$ cat config.mk
export PLATFORM = sky130hd
export DESIGN_NAME = dpi_interleave
export DESIGN_NICKNAME = d
export VERILOG_FILES = /design/src/dpi_interleave.v
export VERILOG_INCLUDE_DIRS = /design/src
export SDC_FILE = /design/constraint.sdc
export NUM_CORES = 1
export LEC_CHECK = 0
export ABC_CLOCK_PERIOD_IN_PS = 6700
export BUFFER_PORTS_ARGS = -buffer_cell sky130_fd_sc_hd__buf_2
export CAP_MARGIN = 20
export CORE_MARGIN = 8
export CORE_UTILIZATION = 45
export DETAILED_ROUTE_END_ITERATION = 16
export HOLD_SLACK_MARGIN = 0.08
export PLACE_DENSITY = 0.7
export SLEW_MARGIN = 20
export SYNTH_ARGS = -nofsm -noshare
export SYNTH_HDL_FRONTEND = slang
export SYNTH_SLANG_ARGS = --single-unit
$ cat constraint.sdc
create_clock -name ref_clk -period 6.7 [get_ports ref_clk]
set_input_delay 0.335 -clock ref_clk [delete_from_list [all_inputs] [get_ports ref_clk]]
set_output_delay 0.335 -clock ref_clk [all_outputs]
set_load 0.02 [all_outputs]
$ cat src/dpi_consts.vh
/*
 * Constants for the dual port interleave clocking block: APB register map,
 * field positions, reset values and timing counts.
 * Assumes inclusion by bare name from the design file.
 */
`ifndef DPI_CONSTS_VH
`define DPI_CONSTS_VH

`define DPI_DATA_W        10
`define DPI_MIDSCALE      10'h200
`define DPI_FIFO_DEPTH    8
`define DPI_FIFO_AW       3

`define DPI_ADDR_CTRL     12'h000
`define DPI_ADDR_STATUS   12'h004
`define DPI_ADDR_DATA     12'h008
`define DPI_ADDR_DROPS    12'h00c

`define DPI_CTRL_CAPT     0
`define DPI_CTRL_RST      1'b0
`define DPI_ST_LOCK       0
`define DPI_ST_MULT       1
`define DPI_ST_INTLV      2
`define DPI_ST_OVF        3
`define DPI_ST_EMPTY      4
`define DPI_ST_SEL_LO     8
`define DPI_ST_CNT_LO     16

`define DPI_MODE_INTLV    2'h0
`define DPI_CNT_W         8
`define DPI_CNT_MAX       8'hff
`define DPI_LOCK_BASE     4'h4
`define DPI_LOCK_W        8

`endif

$ cat src/dpi_interleave.v
/*
 * Dual input port interleave and clocking logic of a two-port converter,
 * with a capture FIFO read over APB, and the FIFO module it uses.
 * Assumes ref_clk is far faster than the applied converter clock pin, and
 * that data pins are stable around the applied clock's rising edge.
 */
//
// Overview of operation
// Interleaving alternates port one and port two into the core at twice the load rate.
// For pseudo zero stuffing the source holds port two at midscale and sends data on port one.
// The multiplier enable input picks multiplier path or full-rate clock path.
// With the multiplier on, the source clocks at half the core update rate.
// With the multiplier on, the device makes the doubled update timing from the input clock.
// With the multiplier on, the lock output goes high once the multiplier has locked.
// With the multiplier on, the two select inputs set the multiplier ratio; here they set only the lock threshold and the ratio stays two.
// With the multiplier off, the source clocks at the full core update rate.
// With the multiplier off, the applied clock is divided by two for port loading.
// With the multiplier off, the lock output carries the per-port rate sync clock.
// With the multiplier off, the select inputs pick interleaved or non-interleaved mode.
// The held midscale code is the ten bit value with only the top bit set.
`timescale 1ns/1ps
`default_nettype none
`include "dpi_consts.vh"

module dpi_fifo #(
	parameter WIDTH = 10,
	parameter DEPTH = 8,
	parameter AW    = 3
) (
	input  wire             ref_clk,   // System clock
	input  wire             reset_n,   // Synchronous reset, active low
	input  wire             inValid,   // Write request
	output wire             inReady,   // Space available
	input  wire [WIDTH-1:0] inData,    // Write word
	output wire             outValid,  // Word available
	input  wire             outReady,  // Read acknowledge
	output wire [WIDTH-1:0] outData,   // Head word
	output wire [AW:0]      level      // Words held
);
	reg [WIDTH-1:0] mem [0:DEPTH-1];
	reg [AW-1:0]    wrPtr_q;
	reg [AW-1:0]    rdPtr_q;
	reg [AW:0]      count_q;
	wire            doPush;
	wire            doPop;

	assign inReady  = (count_q != DEPTH[AW:0]);
	assign outValid = (count_q != {(AW+1){1'b0}});
	assign outData  = mem[rdPtr_q];
	assign level    = count_q;
	assign doPush   = inValid & inReady;
	assign doPop    = outValid & outReady;

	always @(posedge ref_clk) begin
		if (doPush) begin
			mem[wrPtr_q] <= inData;
		end
	end

	always @(posedge ref_clk) begin
		if (!reset_n) begin
			wrPtr_q <= {AW{1'b0}};
			rdPtr_q <= {AW{1'b0}};
			count_q <= {(AW+1){1'b0}};
		end else begin
			if (doPush) begin
				wrPtr_q <= wrPtr_q + 1'b1;
			end
			if (doPop) begin
				rdPtr_q <= rdPtr_q + 1'b1;
			end
			if (doPush && !doPop) begin
				count_q <= count_q + 1'b1;
			end else if (doPop && !doPush) begin
				count_q <= count_q - 1'b1;
			end
		end
	end
endmodule // dpi_fifo

module dpi_interleave (
	input  wire        ref_clk,                  // 200 MHz system clock
	input  wire        reset_n,                  // Synchronous reset, active low
	input  wire        dacClkIn,                 // Applied converter clock pin
	input  wire        multiplier_enable_select, // High selects multiplier path
	input  wire        ratio_select_bit0,        // Ratio or mode select, bit 0
	input  wire        ratio_select_bit1,        // Ratio or mode select, bit 1
	input  wire [9:0]  portOneData,              // First input port
	input  wire [9:0]  portTwoData,              // Second input port
	output reg         lock_or_sync_clock_out,   // Lock flag or 1x sync clock
	output reg  [9:0]  coreSample,               // Word presented to the core
	output reg         coreUpdate,               // One-cycle core update pulse
	input  wire        psel,                     // APB select
	input  wire        penable,                  // APB enable
	input  wire        pwrite,                   // APB direction
	input  wire [11:0] paddr,                    // APB byte address
	input  wire [31:0] pwdata,                   // APB write data
	output reg  [31:0] prdata,                   // APB read data
	output reg         pready,                   // APB ready
	output reg         pslverr                   // APB error, unmapped address
);
	reg  [2:0]               clkSync_q;
	reg  [1:0]               multSync_q;
	reg  [1:0]               sel0Sync_q;
	reg  [1:0]               sel1Sync_q;
	reg  [9:0]               p1Meta_q;
	reg  [9:0]               p1Sync_q;
	reg  [9:0]               p2Meta_q;
	reg  [9:0]               p2Sync_q;
	reg  [9:0]               p1Latch_q;
	reg  [9:0]               p2Latch_q;
	reg                      divPhase_q;
	reg  [`DPI_CNT_W-1:0]    periodCnt_q;
	reg  [`DPI_CNT_W-1:0]    lastPeriod_q;
	reg  [`DPI_CNT_W-1:0]    phaseCnt_q;
	reg                      midPending_q;
	reg  [`DPI_LOCK_W-1:0]   stableCnt_q;
	reg                      locked_q;
	reg                      captEn_q;
	reg                      ovf_q;
	reg  [31:0]              drops_q;
	reg                      multPrev_q;
	wire                     clkRise;
	wire                     multOn;
	wire [1:0]               selBits;
	wire                     intlv;
	wire [`DPI_LOCK_W-1:0]   lockNeed;
	wire                     fifoReady;
	wire                     fifoValid;
	wire [9:0]               fifoHead;
	wire [`DPI_FIFO_AW:0]    fifoLevel;
	wire                     apbDone;
	wire                     popReq;
	reg                      updNow;
	reg  [9:0]               updWord;
	reg  [31:0]              rdWord;
	reg                      rdHit;

	function [`DPI_CNT_W-1:0] absDiff;
		input [`DPI_CNT_W-1:0] a;
		input [`DPI_CNT_W-1:0] b;
		begin
			absDiff = (a > b) ? (a - b) : (b - a);
		end
	endfunction

	assign clkRise  = clkSync_q[1] & ~clkSync_q[2];
	assign multOn   = multSync_q[1];
	assign selBits  = {sel1Sync_q[1], sel0Sync_q[1]};
	assign intlv    = (selBits == `DPI_MODE_INTLV);
	assign lockNeed = {{(`DPI_LOCK_W-4){1'b0}}, `DPI_LOCK_BASE} << selBits;
	assign apbDone  = psel & penable & pready;
	assign popReq   = apbDone & ~pwrite & (paddr == `DPI_ADDR_DATA);

	// Pin inputs through two flops
	always @(posedge ref_clk) begin
		if (!reset_n) begin
			clkSync_q  <= 3'h0;
			multSync_q <= 2'h0;
			sel0Sync_q <= 2'h0;
			sel1Sync_q <= 2'h0;
			p1Meta_q   <= `DPI_MIDSCALE;
			p1Sync_q   <= `DPI_MIDSCALE;
			p2Meta_q   <= `DPI_MIDSCALE;
			p2Sync_q   <= `DPI_MIDSCALE;
		end else begin
			clkSync_q  <= {clkSync_q[1:0], dacClkIn};
			multSync_q <= {multSync_q[0], multiplier_enable_select};
			sel0Sync_q <= {sel0Sync_q[0], ratio_select_bit0};
			sel1Sync_q <= {sel1Sync_q[0], ratio_select_bit1};
			p1Meta_q   <= portOneData;
			p1Sync_q   <= p1Meta_q;
			p2Meta_q   <= portTwoData;
			p2Sync_q   <= p2Meta_q;
		end
	end

	// Update scheduling per clock mode
	always @* begin
		updNow  = 1'b0;
		updWord = p1Latch_q;
		if (multOn) begin
			// Doubled update timing
			if (clkRise) begin
				updNow  = locked_q;
				updWord = p1Sync_q;
			end else if (midPending_q && phaseCnt_q == (lastPeriod_q >> 1)) begin
				// Second half takes port two
				updNow  = locked_q;
				updWord = p2Latch_q;
			end
		end else if (clkRise) begin
			updNow = 1'b1;
			// Mode from select bits
			if (intlv) begin
				updWord = divPhase_q ? p2Latch_q : p1Sync_q;
			end else begin
				updWord = divPhase_q ? p1Latch_q : p1Sync_q;
			end
		end
	end

	// Clock path selection
	always @(posedge ref_clk) begin
		if (!reset_n) begin
			divPhase_q   <= 1'b0;
			periodCnt_q  <= {`DPI_CNT_W{1'b0}};
			lastPeriod_q <= {`DPI_CNT_W{1'b0}};
			phaseCnt_q   <= {`DPI_CNT_W{1'b0}};
			midPending_q <= 1'b0;
			stableCnt_q  <= {`DPI_LOCK_W{1'b0}};
			locked_q     <= 1'b0;
			p1Latch_q    <= `DPI_MIDSCALE;
			p2Latch_q    <= `DPI_MIDSCALE;
			multPrev_q   <= 1'b0;
		end else begin
			multPrev_q <= multOn;
			if (multOn != multPrev_q) begin
				// Mode change restarts lock and divider
				divPhase_q  <= 1'b0;
				stableCnt_q <= {`DPI_LOCK_W{1'b0}};
				locked_q    <= 1'b0;
			end else if (multOn) begin
				divPhase_q <= 1'b0;
				if (periodCnt_q != `DPI_CNT_MAX) begin
					periodCnt_q <= periodCnt_q + 1'b1;
				end
				if (phaseCnt_q != `DPI_CNT_MAX) begin
					phaseCnt_q <= phaseCnt_q + 1'b1;
				end
				if (clkRise) begin
					p1Latch_q    <= p1Sync_q;
					p2Latch_q    <= p2Sync_q;
					periodCnt_q  <= {`DPI_CNT_W{1'b0}};
					lastPeriod_q <= periodCnt_q;
					phaseCnt_q   <= {`DPI_CNT_W{1'b0}};
					midPending_q <= 1'b1;
					// Ratio sets lock threshold
					if (absDiff(periodCnt_q, lastPeriod_q) > {{(`DPI_CNT_W-1){1'b0}}, 1'b1}
							|| periodCnt_q == `DPI_CNT_MAX) begin
						stableCnt_q <= {`DPI_LOCK_W{1'b0}};
						locked_q    <= 1'b0;
					end else if (stableCnt_q >= lockNeed) begin
						// Lock achieved
						locked_q <= 1'b1;
					end else begin
						stableCnt_q <= stableCnt_q + 1'b1;
					end
				end else if (midPending_q && phaseCnt_q == (lastPeriod_q >> 1)) begin
					midPending_q <= 1'b0;
				end
			end else if (clkRise) begin
				// Divide by two for port loads
				divPhase_q <= ~divPhase_q;
				if (!divPhase_q) begin
					p1Latch_q <= p1Sync_q;
					p2Latch_q <= p2Sync_q;
				end
			end
		end
	end

	// Core output and lock pin
	always @(posedge ref_clk) begin
		if (!reset_n) begin
			coreSample             <= `DPI_MIDSCALE;
			coreUpdate             <= 1'b0;
			lock_or_sync_clock_out <= 1'b0;
		end else begin
			coreUpdate <= updNow;
			if (updNow) begin
				coreSample <= updWord;
			end
			// Sync clock or lock flag
			lock_or_sync_clock_out <= multOn ? locked_q : (divPhase_q ^ clkRise);
		end
	end

	dpi_fifo #(
		.WIDTH (`DPI_DATA_W),
		.DEPTH (`DPI_FIFO_DEPTH),
		.AW    (`DPI_FIFO_AW)
	) u_fifo (
		.ref_clk  (ref_clk),
		.reset_n  (reset_n),
		.inValid  (updNow & captEn_q),
		.inReady  (fifoReady),
		.inData   (updWord),
		.outValid (fifoValid),
		.outReady (popReq),
		.outData  (fifoHead),
		.level    (fifoLevel)
	);

	// Register read mux
	always @* begin
		rdHit  = 1'b1;
		rdWord = 32'h0000_0000;
		case (paddr)
		`DPI_ADDR_CTRL: begin
			rdWord[`DPI_CTRL_CAPT] = captEn_q;
		end
		`DPI_ADDR_STATUS: begin
			rdWord[`DPI_ST_LOCK]                    = locked_q;
			rdWord[`DPI_ST_MULT]                    = multOn;
			rdWord[`DPI_ST_INTLV]                   = intlv;
			rdWord[`DPI_ST_OVF]                     = ovf_q;
			rdWord[`DPI_ST_EMPTY]                   = ~fifoValid;
			rdWord[`DPI_ST_SEL_LO+1:`DPI_ST_SEL_LO] = selBits;
			rdWord[`DPI_ST_CNT_LO+`DPI_FIFO_AW:`DPI_ST_CNT_LO] = fifoLevel;
		end
		`DPI_ADDR_DATA: begin
			rdWord[`DPI_DATA_W-1:0] = fifoHead;
		end
		`DPI_ADDR_DROPS: begin
			rdWord = drops_q;
		end
		default: begin
			rdHit = 1'b0;
		end
		endcase
	end

	// APB slave, one wait state
	always @(posedge ref_clk) begin
		if (!reset_n) begin
			pready   <= 1'b0;
			pslverr  <= 1'b0;
			prdata   <= 32'h0000_0000;
			captEn_q <= `DPI_CTRL_RST;
			ovf_q    <= 1'b0;
			drops_q  <= 32'h0000_0000;
		end else begin
			pready  <= psel & penable & ~pready;
			pslverr <= psel & penable & ~pready & ~rdHit;
			if (psel && penable && !pready) begin
				prdata <= pwrite ? 32'h0000_0000 : rdWord;
			end
			if (apbDone && pwrite && paddr == `DPI_ADDR_CTRL) begin
				captEn_q <= pwdata[`DPI_CTRL_CAPT];
			end
			// Full FIFO drops the sample; set beats clear
			if (updNow && captEn_q && !fifoReady) begin
				ovf_q   <= 1'b1;
				drops_q <= drops_q + 1'b1;
			end else if (apbDone && pwrite && paddr == `DPI_ADDR_STATUS
					&& pwdata[`DPI_ST_OVF]) begin
				ovf_q <= 1'b0;
			end
		end
	end
endmodule // dpi_interleave
`default_nettype wire

# ---- Word level (Yosys, flattened, before mapping)
# Memories as Yosys holds them, arrays and structs flattened. A register that Yosys moved wholly into a read port is not among the register bits.
# Index checks and enable logic that the tools add are counted.
dict set report word_totals {
  ff_bits 195
  ram_bits 80
  input_bits 73
  output_inout_bits 46
  wordCells 158
  n_memories 1
}
# name words width read_ports rd_ports_with_merged_regs write_ports line_no
set memory_table {}
lappend memory_table {u_fifo.mem 8 10 1 1 1 dpi_interleave.v:40} ;# reg [WIDTH-1:0] mem [0:DEPTH-1];
dict set report classes {
  add_sub_neg 10
  magnitude_cmp 3
  eq_ne 11
  shifts 1
  muxes 47
  n_bitwise 19
  reduce_logical 36
}
# operator count
set op_table {}
lappend op_table {{two-way mux 10 bit} 14}
lappend op_table {{two-way mux 8 bit} 7}
lappend op_table {{adder 32 x 1 -> 32 bit (second input constant)} 1}
lappend op_table {{two-way mux 32 bit} 1}
lappend op_table {{adder 8 x 1 -> 8 bit (second input constant)} 3}
lappend op_table {{== test 12 x 4 -> 1 bit (second input constant)} 2}
lappend op_table {{AND reduction 3 bit} 7}
lappend op_table {{inequality test 8 bit (second input constant)} 2}
lappend op_table {{subtractor 8 bit} 2}
lappend op_table {{two-way mux 1 bit} 14}
lappend op_table {{== test 12 x 3 -> 1 bit (second input constant)} 1}
lappend op_table {{zero test 12 bit} 1}
lappend op_table {{two-way mux 12 bit} 1}
lappend op_table {{one-hot mux 4 bit (3 select lines)} 1}
lappend op_table {{nonzero test 2 bit} 6}
lappend op_table {{logical AND 1 bit} 11}
lappend op_table {{bitwise AND 1 bit} 10}
lappend op_table {{== test 8 x 7 -> 1 bit} 1}
lappend op_table {{== test 8 bit (second input constant)} 1}
lappend op_table {{>= comparator 8 bit} 1}
lappend op_table {{greater-than comparator 8 x 1 -> 1 bit (second input constant)} 1}
lappend op_table {{greater-than comparator 8 bit} 1}
lappend op_table {{two-way mux 4 bit} 2}
lappend op_table {{inverter 1 bit} 8}
lappend op_table {{other kinds (22)} 28}

# ---- Logic depth before layout (Yosys ltp)
# Gate-level depths: netlist (run 1).
dict set report depth {
  depth_word 11
  mapped_depth 12
  depth_no_buf 12
}

# ---- Hierarchy
# From an unflattened synthesis (run 1), not the netlist that was laid out.
dict set report unflattened {
  cells_unflattened 1161
  hier_area_um2 11954.0
}
# mod instances cells_per_inst area_each_um2 seq_area_each_um2
set modules_own_cells {}
lappend modules_own_cells {dpi_interleave 1 973 8275.4 3703.6}
lappend modules_own_cells {dpi_fifo 1 188 3678.5 2662.6}

# ---- Least setup slack after synthesis (run 1)
# OpenSTA, ideal clock, no wires.
dict set report synth_timing {
  kind {register -> register}
  from {register lastPeriod_q[2]}
  to {register u_fifo.count_q[3], in the netlist u_fifo.level[3]}
  setup_ns 0.070
  arrival_ns 2.901
  t_required_ns 6.630
  setup_slack_ns 3.728
  path_stages_with_launch 13
  path_buffers 0
  period_less_slack_ns 2.972
  path_cell_list {dfxtp_1 xor2_1 nor4_2 a31oi_1 nor3_1 ha_1 inv_1 ha_1 a21o_1 a21oi_1 xnor2_1 or3_1 a21oi_1}
}
dict set report synth_via {
  elab_chain_len 10
  elab_cells_between_ends 12
  classes_between {eq/ne: 1; mux: 4; bitwise: 2; reduce/logical: 5}
}
# item line_no
set synth_rtl {}
lappend synth_rtl {{start, declared} dpi_interleave.v:114} ;# reg [`DPI_CNT_W-1:0] lastPeriod_q;
lappend synth_rtl {{start signal, assigned} dpi_interleave.v:208} ;# lastPeriod_q <= {`DPI_CNT_W{1'b0}};
lappend synth_rtl {{start signal, assigned} dpi_interleave.v:235} ;# lastPeriod_q <= periodCnt_q;
lappend synth_rtl {{== test 8 x 7 -> 1 bit (*)} dpi_interleave.v:187} ;# end else if (midPending_q && phaseCnt_q == (lastPeriod_q >> 1)) begin
lappend synth_rtl {{logical AND 1 bit (*)} dpi_interleave.v:187}
lappend synth_rtl {{two-way mux 1 bit (*)} dpi_interleave.v:187}
lappend synth_rtl {{two-way mux 1 bit (*)} dpi_interleave.v:184} ;# if (clkRise) begin
lappend synth_rtl {{two-way mux 1 bit (*)} dpi_interleave.v:182} ;# if (multOn) begin
lappend synth_rtl {{bitwise AND 1 bit (*)} dpi_interleave.v:286} ;# .inValid (updNow & captEn_q),
lappend synth_rtl {{bitwise AND 1 bit (*)} dpi_interleave.v:51} ;# assign doPush = inValid & inReady;
lappend synth_rtl {{net u_fifo.doPush} dpi_interleave.v:44} ;# wire doPush;
lappend synth_rtl {{zero test 1 bit} dpi_interleave.v:74} ;# end else if (doPop && !doPush) begin
lappend synth_rtl {{logical AND 1 bit} dpi_interleave.v:74}
lappend synth_rtl {{nonzero test 2 bit (no line)} -}
lappend synth_rtl {{end signal, assigned} dpi_interleave.v:64} ;# count_q <= {(AW+1){1'b0}};
lappend synth_rtl {{end signal, assigned} dpi_interleave.v:73} ;# count_q <= count_q + 1'b1;
lappend synth_rtl {{end signal, assigned} dpi_interleave.v:75} ;# count_q <= count_q - 1'b1;
lappend synth_rtl {{end, declared} dpi_interleave.v:43} ;# reg [AW:0] count_q;
# Mark *: on every way through the listed nets, which the timed path passes. The rest lies on a longest branch.
# A chain may end at the register's enable or synchronous reset.

# ---- Final worst setup path (run 1)
# Ends and elaborated chain as after synthesis.

==> results.json, run 1 <==
{
  "fill_cells": 2245,
  "die-area_um2": 32000,
  "drv_cap": 0,
  "synth-seq-cells": 278,
  "drt_first_pass_iters": 5,
  "setup_viol": 0,
  "slew_violations": 0,
  "grt_use_total_pct": 15.8,
  "clkSinkCount": 278,
  "cp_max_fo": 12,
  "grt-ovfl-total": 0,
  "stdcell_count": 1605,
  "post-cts-setup-buffers": 0,
  "num_antenna_cells": 0,
  "holdWs_ns": 0.174,
  "fin_crit_sh_pct": 62.1,
  "route.detailed.drc": 0,
  "finClkSkew_ns": 0.0190,
  "relSlewSlack_pct": 26.6,
  "worstHoldPathType": "input port to flip-flop",
  "placed_cells_incl_taps": 1526,
  "path_delay_family": "simple AND/OR/NAND/NOR gates",
  "startpoint_type": "flip-flop",
  "hpwlAfterDp_um": 16900,
  "synth_warnings": 0,
  "max_stage_delay_ns": 0.93,
  "avgSynthCellArea_um2": 10.3,
  "synth_area_um2": 11900,
  "routed_wirelength_um": 25700,
  "multi_input_area_um2": 5190,
  "row_count": 59,
  "hold_violations": 0,
  "antenna_found_initial": 0,
  "drive_gt1_share_pct": 15.3,
  "area_growth_pct": 16.5,
  "synth_cell_types": 61,
  "critPathBufInv": 1,
  "ys.flop_type": "dfxtp_1",
  "core-area_um2": 26100,
  "status": "complete, no violations",
  "die_width_um": 179,
  "ctsHoldBuffers": 25,
  "placed_area_um2": 12600,
  "grt_pass1_wl_um": 41800,
  "pwr_density_cell_nw_per_um2": 258,
  "root_buffer": "clkbuf_16",
  "worst-setup-path-type": "flip-flop to flip-flop",
  "path_clk_slew_ns": 0.06,
  "register_area_um2": 6370,
  "final_area_um2": 13900,
  "arrival_ns": 4.63,
  "grt_pass1_vias": 8204,
  "antenna_left": 0,
  "grt_max_degree": 79,
  "synth_cells": 1153,
  "cp.required_ns": 7.17,
  "wire_per_inst_um": 16.0,
  "ios": 119,
  "cts_inserted_buffers": 29,
  "setup-tns-final_ns": 0,
  "p_leak_nw": 5.17,
  "start_util_pct": 45.8,
  "synth_async_sr_flop_share_pct": 0,
  "cp_slowest_cell": "nor4_2",
  "rsz0062_at_grt": "no",
  "via_per_inst": 5.42,
  "fin_nets": 1353,
  "synth_edf_count": 80,
  "first_iter_violations": 549,
  "insertion_delay_ns": 0.55,
  "port_buffers": 88,
  "endpoint_kind": "flip-flop",
  "cts_tree": "yes",
  "cts.htree.levels": 1,
  "ys_seq_area_share_pct": 53.4,
  "die_h_um": 179,
  "peakVddDrop_mv": 0.280,
  "worst_slew_pin_slew_ns": 1.10,
  "total_power_w": 0.00358,
  "syn_nets": 1259,
  "crit_chain": "xor2_1 > nor4_2 > a31oi_1 > nor3_1 > ha_1 > inv_1 > ha_1 > a21o_1 > a21oi_1 > xnor2_1 > or3_1 > a21oi_1",
  "gp_congestion": 0.825,
  "fmax_mhz": 240,
  "clock_path_buffers": 3,
  "period_needed_ns": 4.16,
  "post_cts_resized": 0,
  "vias": 8706
}
## synthesized netlist by cell type (7+ instances only)
cell type / count / share of area, %
nand2_1: 108 / 3.4
mux2_2: 9 / 0.85
nand4_1: 20 / 1.0
nor4_1: 9 / 0.47
o22ai_1: 11 / 0.58
a21oi_1: 66 / 2.8
nand2b_1: 24 / 1.3
nor3_1: 20 / 0.84
and2_1: 50 / 2.6
xnor2_1: 18 / 1.3
edfxtp_1: 80 / 20
o211ai_1: 9 / 0.57
mux2i_1: 21 / 1.8
o21ai_0: 20 / 0.84
inv_1: 36 / 1.1
a222oi_1: 7 / 0.59
xor2_1: 41 / 3.0
mux4_2: 21 / 4.0
ha_1: 30 / 3.1
and3_1: 11 / 0.58
nor2_1: 134 / 4.2
clkbuf_1: 45 / 1.4
buf_2: 10 / 0.42
nand3_1: 36 / 1.5
dfxtp_1: 198 / 33
a22oi_1: 25 / 1.6
## power by group
part	switching, W	internal [W]	total, W
clock network	0.000651	0.00101	0.00167
logic	0.0000969	0.0000585	0.000155
registers	0.0000110	0.00175	0.00176
## kinds of logic (layout without fill, tap and decap cells)
family | count (synthesis) | count (layout) | share of synthesized area (%)
muxes | 51 | 51 | 6.58
AOI/OAI and AO/OA | 192 | 192 | 10.7
DFF | 278 | 278 | 53.4
adders and majority gates | 33 | 33 | 3.65
buffers and inverters | 97 | 214 | 3.28
and+or+nand+nor | 443 | 443 | 18.1
xor gates and xnor gates | 59 | 59 | 4.33
## path summary, 6_finish.rpt
| kind | from | endpoint | slack, ns | depth (start not counted) |
|---|---|---|---|---|
| min reg2reg | p2Meta_q[9]$_SDFF_PN1_ | p2Sync_q[9]$_SDFF_PN1_ | 0.40 | 1 |
| max | lastPeriod_q[2]$_SDFFE_PN0P_ | u_fifo.level[3]$_SDFFE_PN0P_ | 2.54 | 12 |
| max reg2reg | lastPeriod_q[2]$_SDFFE_PN0P_ | u_fifo.level[3]$_SDFFE_PN0P_ | 2.54 | 12 |
| min | pwdata[3] | ovf_q$_SDFFE_PN0P_ | 0.17 | 4 |
## cell usage in the layout (no fill, tap or decap), types with 20 or more instances in the layout
cell and instances:
edfxtp_1 80, buf_2 88, dfxtp_1 198, nand4_1 20, mux4_2 21, clkbuf_16 30, xor2_1 41, o21ai_0 20
ha_1 30, nand3_1 36, dlygate4sd3_1 25, a21oi_1 66, mux2i_1 21, and2_1 50, a22oi_1 25, nor2_1 134
nand2b_1 24, inv_1 35, nand2_1 108
## metrics by stage
step | worst slack (ns) | util (%)
2_1_floorplan | 3.73 | -
4_1_cts | 2.55 | 53.3
3_5_place_dp | 2.58 | 48.5
3_3_place_gp | 2.70 | 48.5
6_report | 2.54 | 53.3
5_1_grt | 2.21 | 53.3
## worst reg2reg max path, cell delays in order, from the launching register on
cell and delay [ns]:
dfxtp_1 0.35, xor2_1 0.18, nor4_2 0.93, a31oi_1 0.46, nor3_1 0.66, ha_1 0.30
inv_1 0.09, ha_1 0.27, a21o_1 0.17, a21oi_1 0.17, xnor2_1 0.09, or3_1 0.30
a21oi_1 0.14
## area by class of cell
cell class,count,area share (%)
flip-flops and latches,278,45.8
multi-input cells,778,37.3
clock buffers,41,6.21
repair buffers,123,5.51
well taps,335,3.02
clock inverters,13,1.13
inverters,37,1.01
## registers in the layout (all words and copies together), names as in the netlist, 3 cells and up, named ones only
| register | count |
|---|---|
| p2Meta_q | 10 |
| p2Latch_q | 10 |
| u_fifo.wrPtr_q | 3 |
| stableCnt_q | 8 |
| drops_q | 32 |
| coreSample | 10 |
| phaseCnt_q | 8 |
| p1Sync_q | 10 |
| p1Latch_q | 10 |
| u_fifo.rdPtr_q | 3 |
| u_fifo.level | 4 |
| prdata | 32 |
| u_fifo.mem | 80 |
| periodCnt_q | 8 |
| p1Meta_q | 10 |
| p2Sync_q | 10 |
| clkSync_q | 3 |
| lastPeriod_q | 8 |
## per-layer routing
metal | GRT usage, % | part of all wire, % | up-vias
met5 | 0 | 0 | -
met4 | 3.82 | 1.8 | 0
met3 | 2.32 | 6.3 | 30
met2 | 26.4 | 46 | 227
met1 | 21.4 | 46 | 4155
li1 | - | - | 4294
No activity file was read; power rests on OpenSTA's default activity.
==> run 2, diff against run 1 <==
ABC_CLOCK_PERIOD_IN_PS = 3600   (was 6700)
PLACE_DENSITY = 0.73   (was 0.7)
clock period = 3.6 ns   (was 6.7 ns; I/O delays follow)
==> results.json, run 2 (same netlist as run 1, synthesis figures left out) <==
{
  "gp_congestion": 0.824,
  "hpwlAfterDp_um": 17600,
  "period_needed_ns": 3.27,
  "insertion_delay_ns": 0.54,
  "grt_pass1_wl_um": 42600,
  "row_count": 59,
  "fin_nets": 1378,
  "relSlewSlack_pct": 36.3,
  "largest_reg_flops": 80,
  "fmax_mhz": 306,
  "final_area_um2": 14000,
  "root_buffer": "clkbuf_16",
  "antenna_left": 0,
  "core-area_um2": 26100,
  "die_width_um": 179,
  "crit_start": "periodCnt_q[0]$_SDFFE_PN0P_",
  "worst_slew_pin_slew_ns": 0.956,
  "route.detailed.drc": 0,
  "area_growth_pct": 17.3,
  "arrival_ns": 3.72,
  "setup_viol": 0,
  "routed_wirelength_um": 26200,
  "min_from": "paddr[10]",
  "hold_violations": 0,
  "path_clk_slew_ns": 0.06,
  "top_register": "u_fifo.mem",
  "fin_crit_sh_pct": 90.9,
  "worstHoldPathType": "input port to flip-flop",
  "start_util_pct": 45.8,
  "layout_common_cells": "dfxtp_1 (198), nor2_1 (134), nand2_1 (108), buf_2 (88), edfxtp_1 (80)",
  "antenna_found_initial": 1,
  "stdcell_count": 1629,
  "post-route-util_pct": 53.7,
  "post_cts_resized": 0,
  "port_buffers": 88,
  "p_leak_nw": 5.25,
  "cp.required_ns": 4.04,
  "rr_startpoint": "periodCnt_q[0]$_SDFFE_PN0P_",
  "grt-ovfl-total": 0,
  "crit_chain": "ha_1 > inv_1 > fa_1 > xor2_1 > or4_1 > or4_4 > o32ai_4 > buf_4 > nand2_1 > a311oi_1",
  "endpoint_kind": "flip-flop",
  "slew_violations": 0,
  "layout_commonest_cell": "dfxtp_1",
  "drv_cap": 0,
  "wire_per_inst_um": 16.1,
  "finClkSkew_ns": 0.00911,
  "die-area_um2": 32000,
  "status": "complete, no violations",
  "vias": 8842,
  "drt_first_pass_iters": 5,
  "ios": 119,
  "peakVddDrop_mv": 0.386,
  "ctsHoldBuffers": 26,
  "setup_ws_ns": 0.327,
  "cts_inserted_buffers": 29,
  "cp_slowest_cell": "or4_1",
  "cts_tree": "yes",
  "die_h_um": 179,
  "clkSinkCount": 278,
  "cp_max_fo": 15,
  "placed_area_um2": 12800,
  "cts.htree.levels": 1,
  "placed_cells_incl_taps": 1550,
  "max_stage_delay_ns": 0.48,
  "drive_gt1_share_pct": 16.1,
  "via_per_inst": 5.43,
  "reg_top3": "u_fifo.mem (80), drops_q (32), prdata (32)",
  "post-cts-setup-buffers": 0,
  "pre_cts_slack_ns": 0.326,
  "clock_path_buffers": 3,
  "first_iter_violations": 691,
  "grt_use_total_pct": 16.2,
  "grt_max_degree": 56,
  "startpoint_type": "flip-flop",
  "worst-setup-path-type": "flip-flop to flip-flop",
  "grt_pass1_vias": 8636,
  "pwr_density_cell_nw_per_um2": 463,
  "rsz0062_at_grt": "no",
  "setup-tns-final_ns": 0
}
[run 2: through the flow]
stage	total power, W	hold WS, ns
final	0.00648	0.123
after global routing	0.00671	0.139
after floorplan	0.00353	0.281
after detailed placement	0.00363	0.377
after global placement	0.00362	0.363
after CTS	0.00654	0.0883
[run 2: worst paths after layout]
kind	slack (ns)	to	cells past startpoint
min reg2reg	0.41	p1Sync_q[9]$_SDFF_PN1_	1
max reg2reg	0.33	stableCnt_q[0]$_SDFFE_PP0P_	10
max	0.33	stableCnt_q[0]$_SDFFE_PP0P_	10
min	0.12	pslverr$_SDFF_PN0_	4
[run 2: final cells by class]
| type | instances | area [µm²] |
|---|---|---|
| multi-input cells | 778 | 5180 |
| flip-flops and latches | 278 | 6370 |
| repair buffers | 148 | 956 |
| clock inverters | 12 | 125 |
| clock buffers | 40 | 812 |
| inverters | 37 | 140 |
| well taps | 335 | 419 |
| fillers | 2257 | 12100 |
| diodes | 1 | 2.50 |
[run 2: worst max-delay path: cells and delay by family (launching register included)]
kind	cells	cell delay, ns
buffers and inverters	2	0.32
flip-flops	1	0.44
XOR/XNOR	1	0.17
AO/OA/AOI/OAI	2	0.61
adder cells (fa/ha/maj)	2	0.62
AND/OR/NAND/NOR	3	1.00
[run 2: metal layers]
layer  global-route usage [%]  routed length, µm
met1                     20.8              11700
met2                     27.5              12200
met3                     2.93               1740
met4                     4.51                557
met5                        0                  0
[run 2: power by group]
group          switching [W]  total, W  internal, W
registers          0.0000209   0.00328      0.00326
clock network        0.00118   0.00290      0.00172
logic               0.000184  0.000305     0.000121
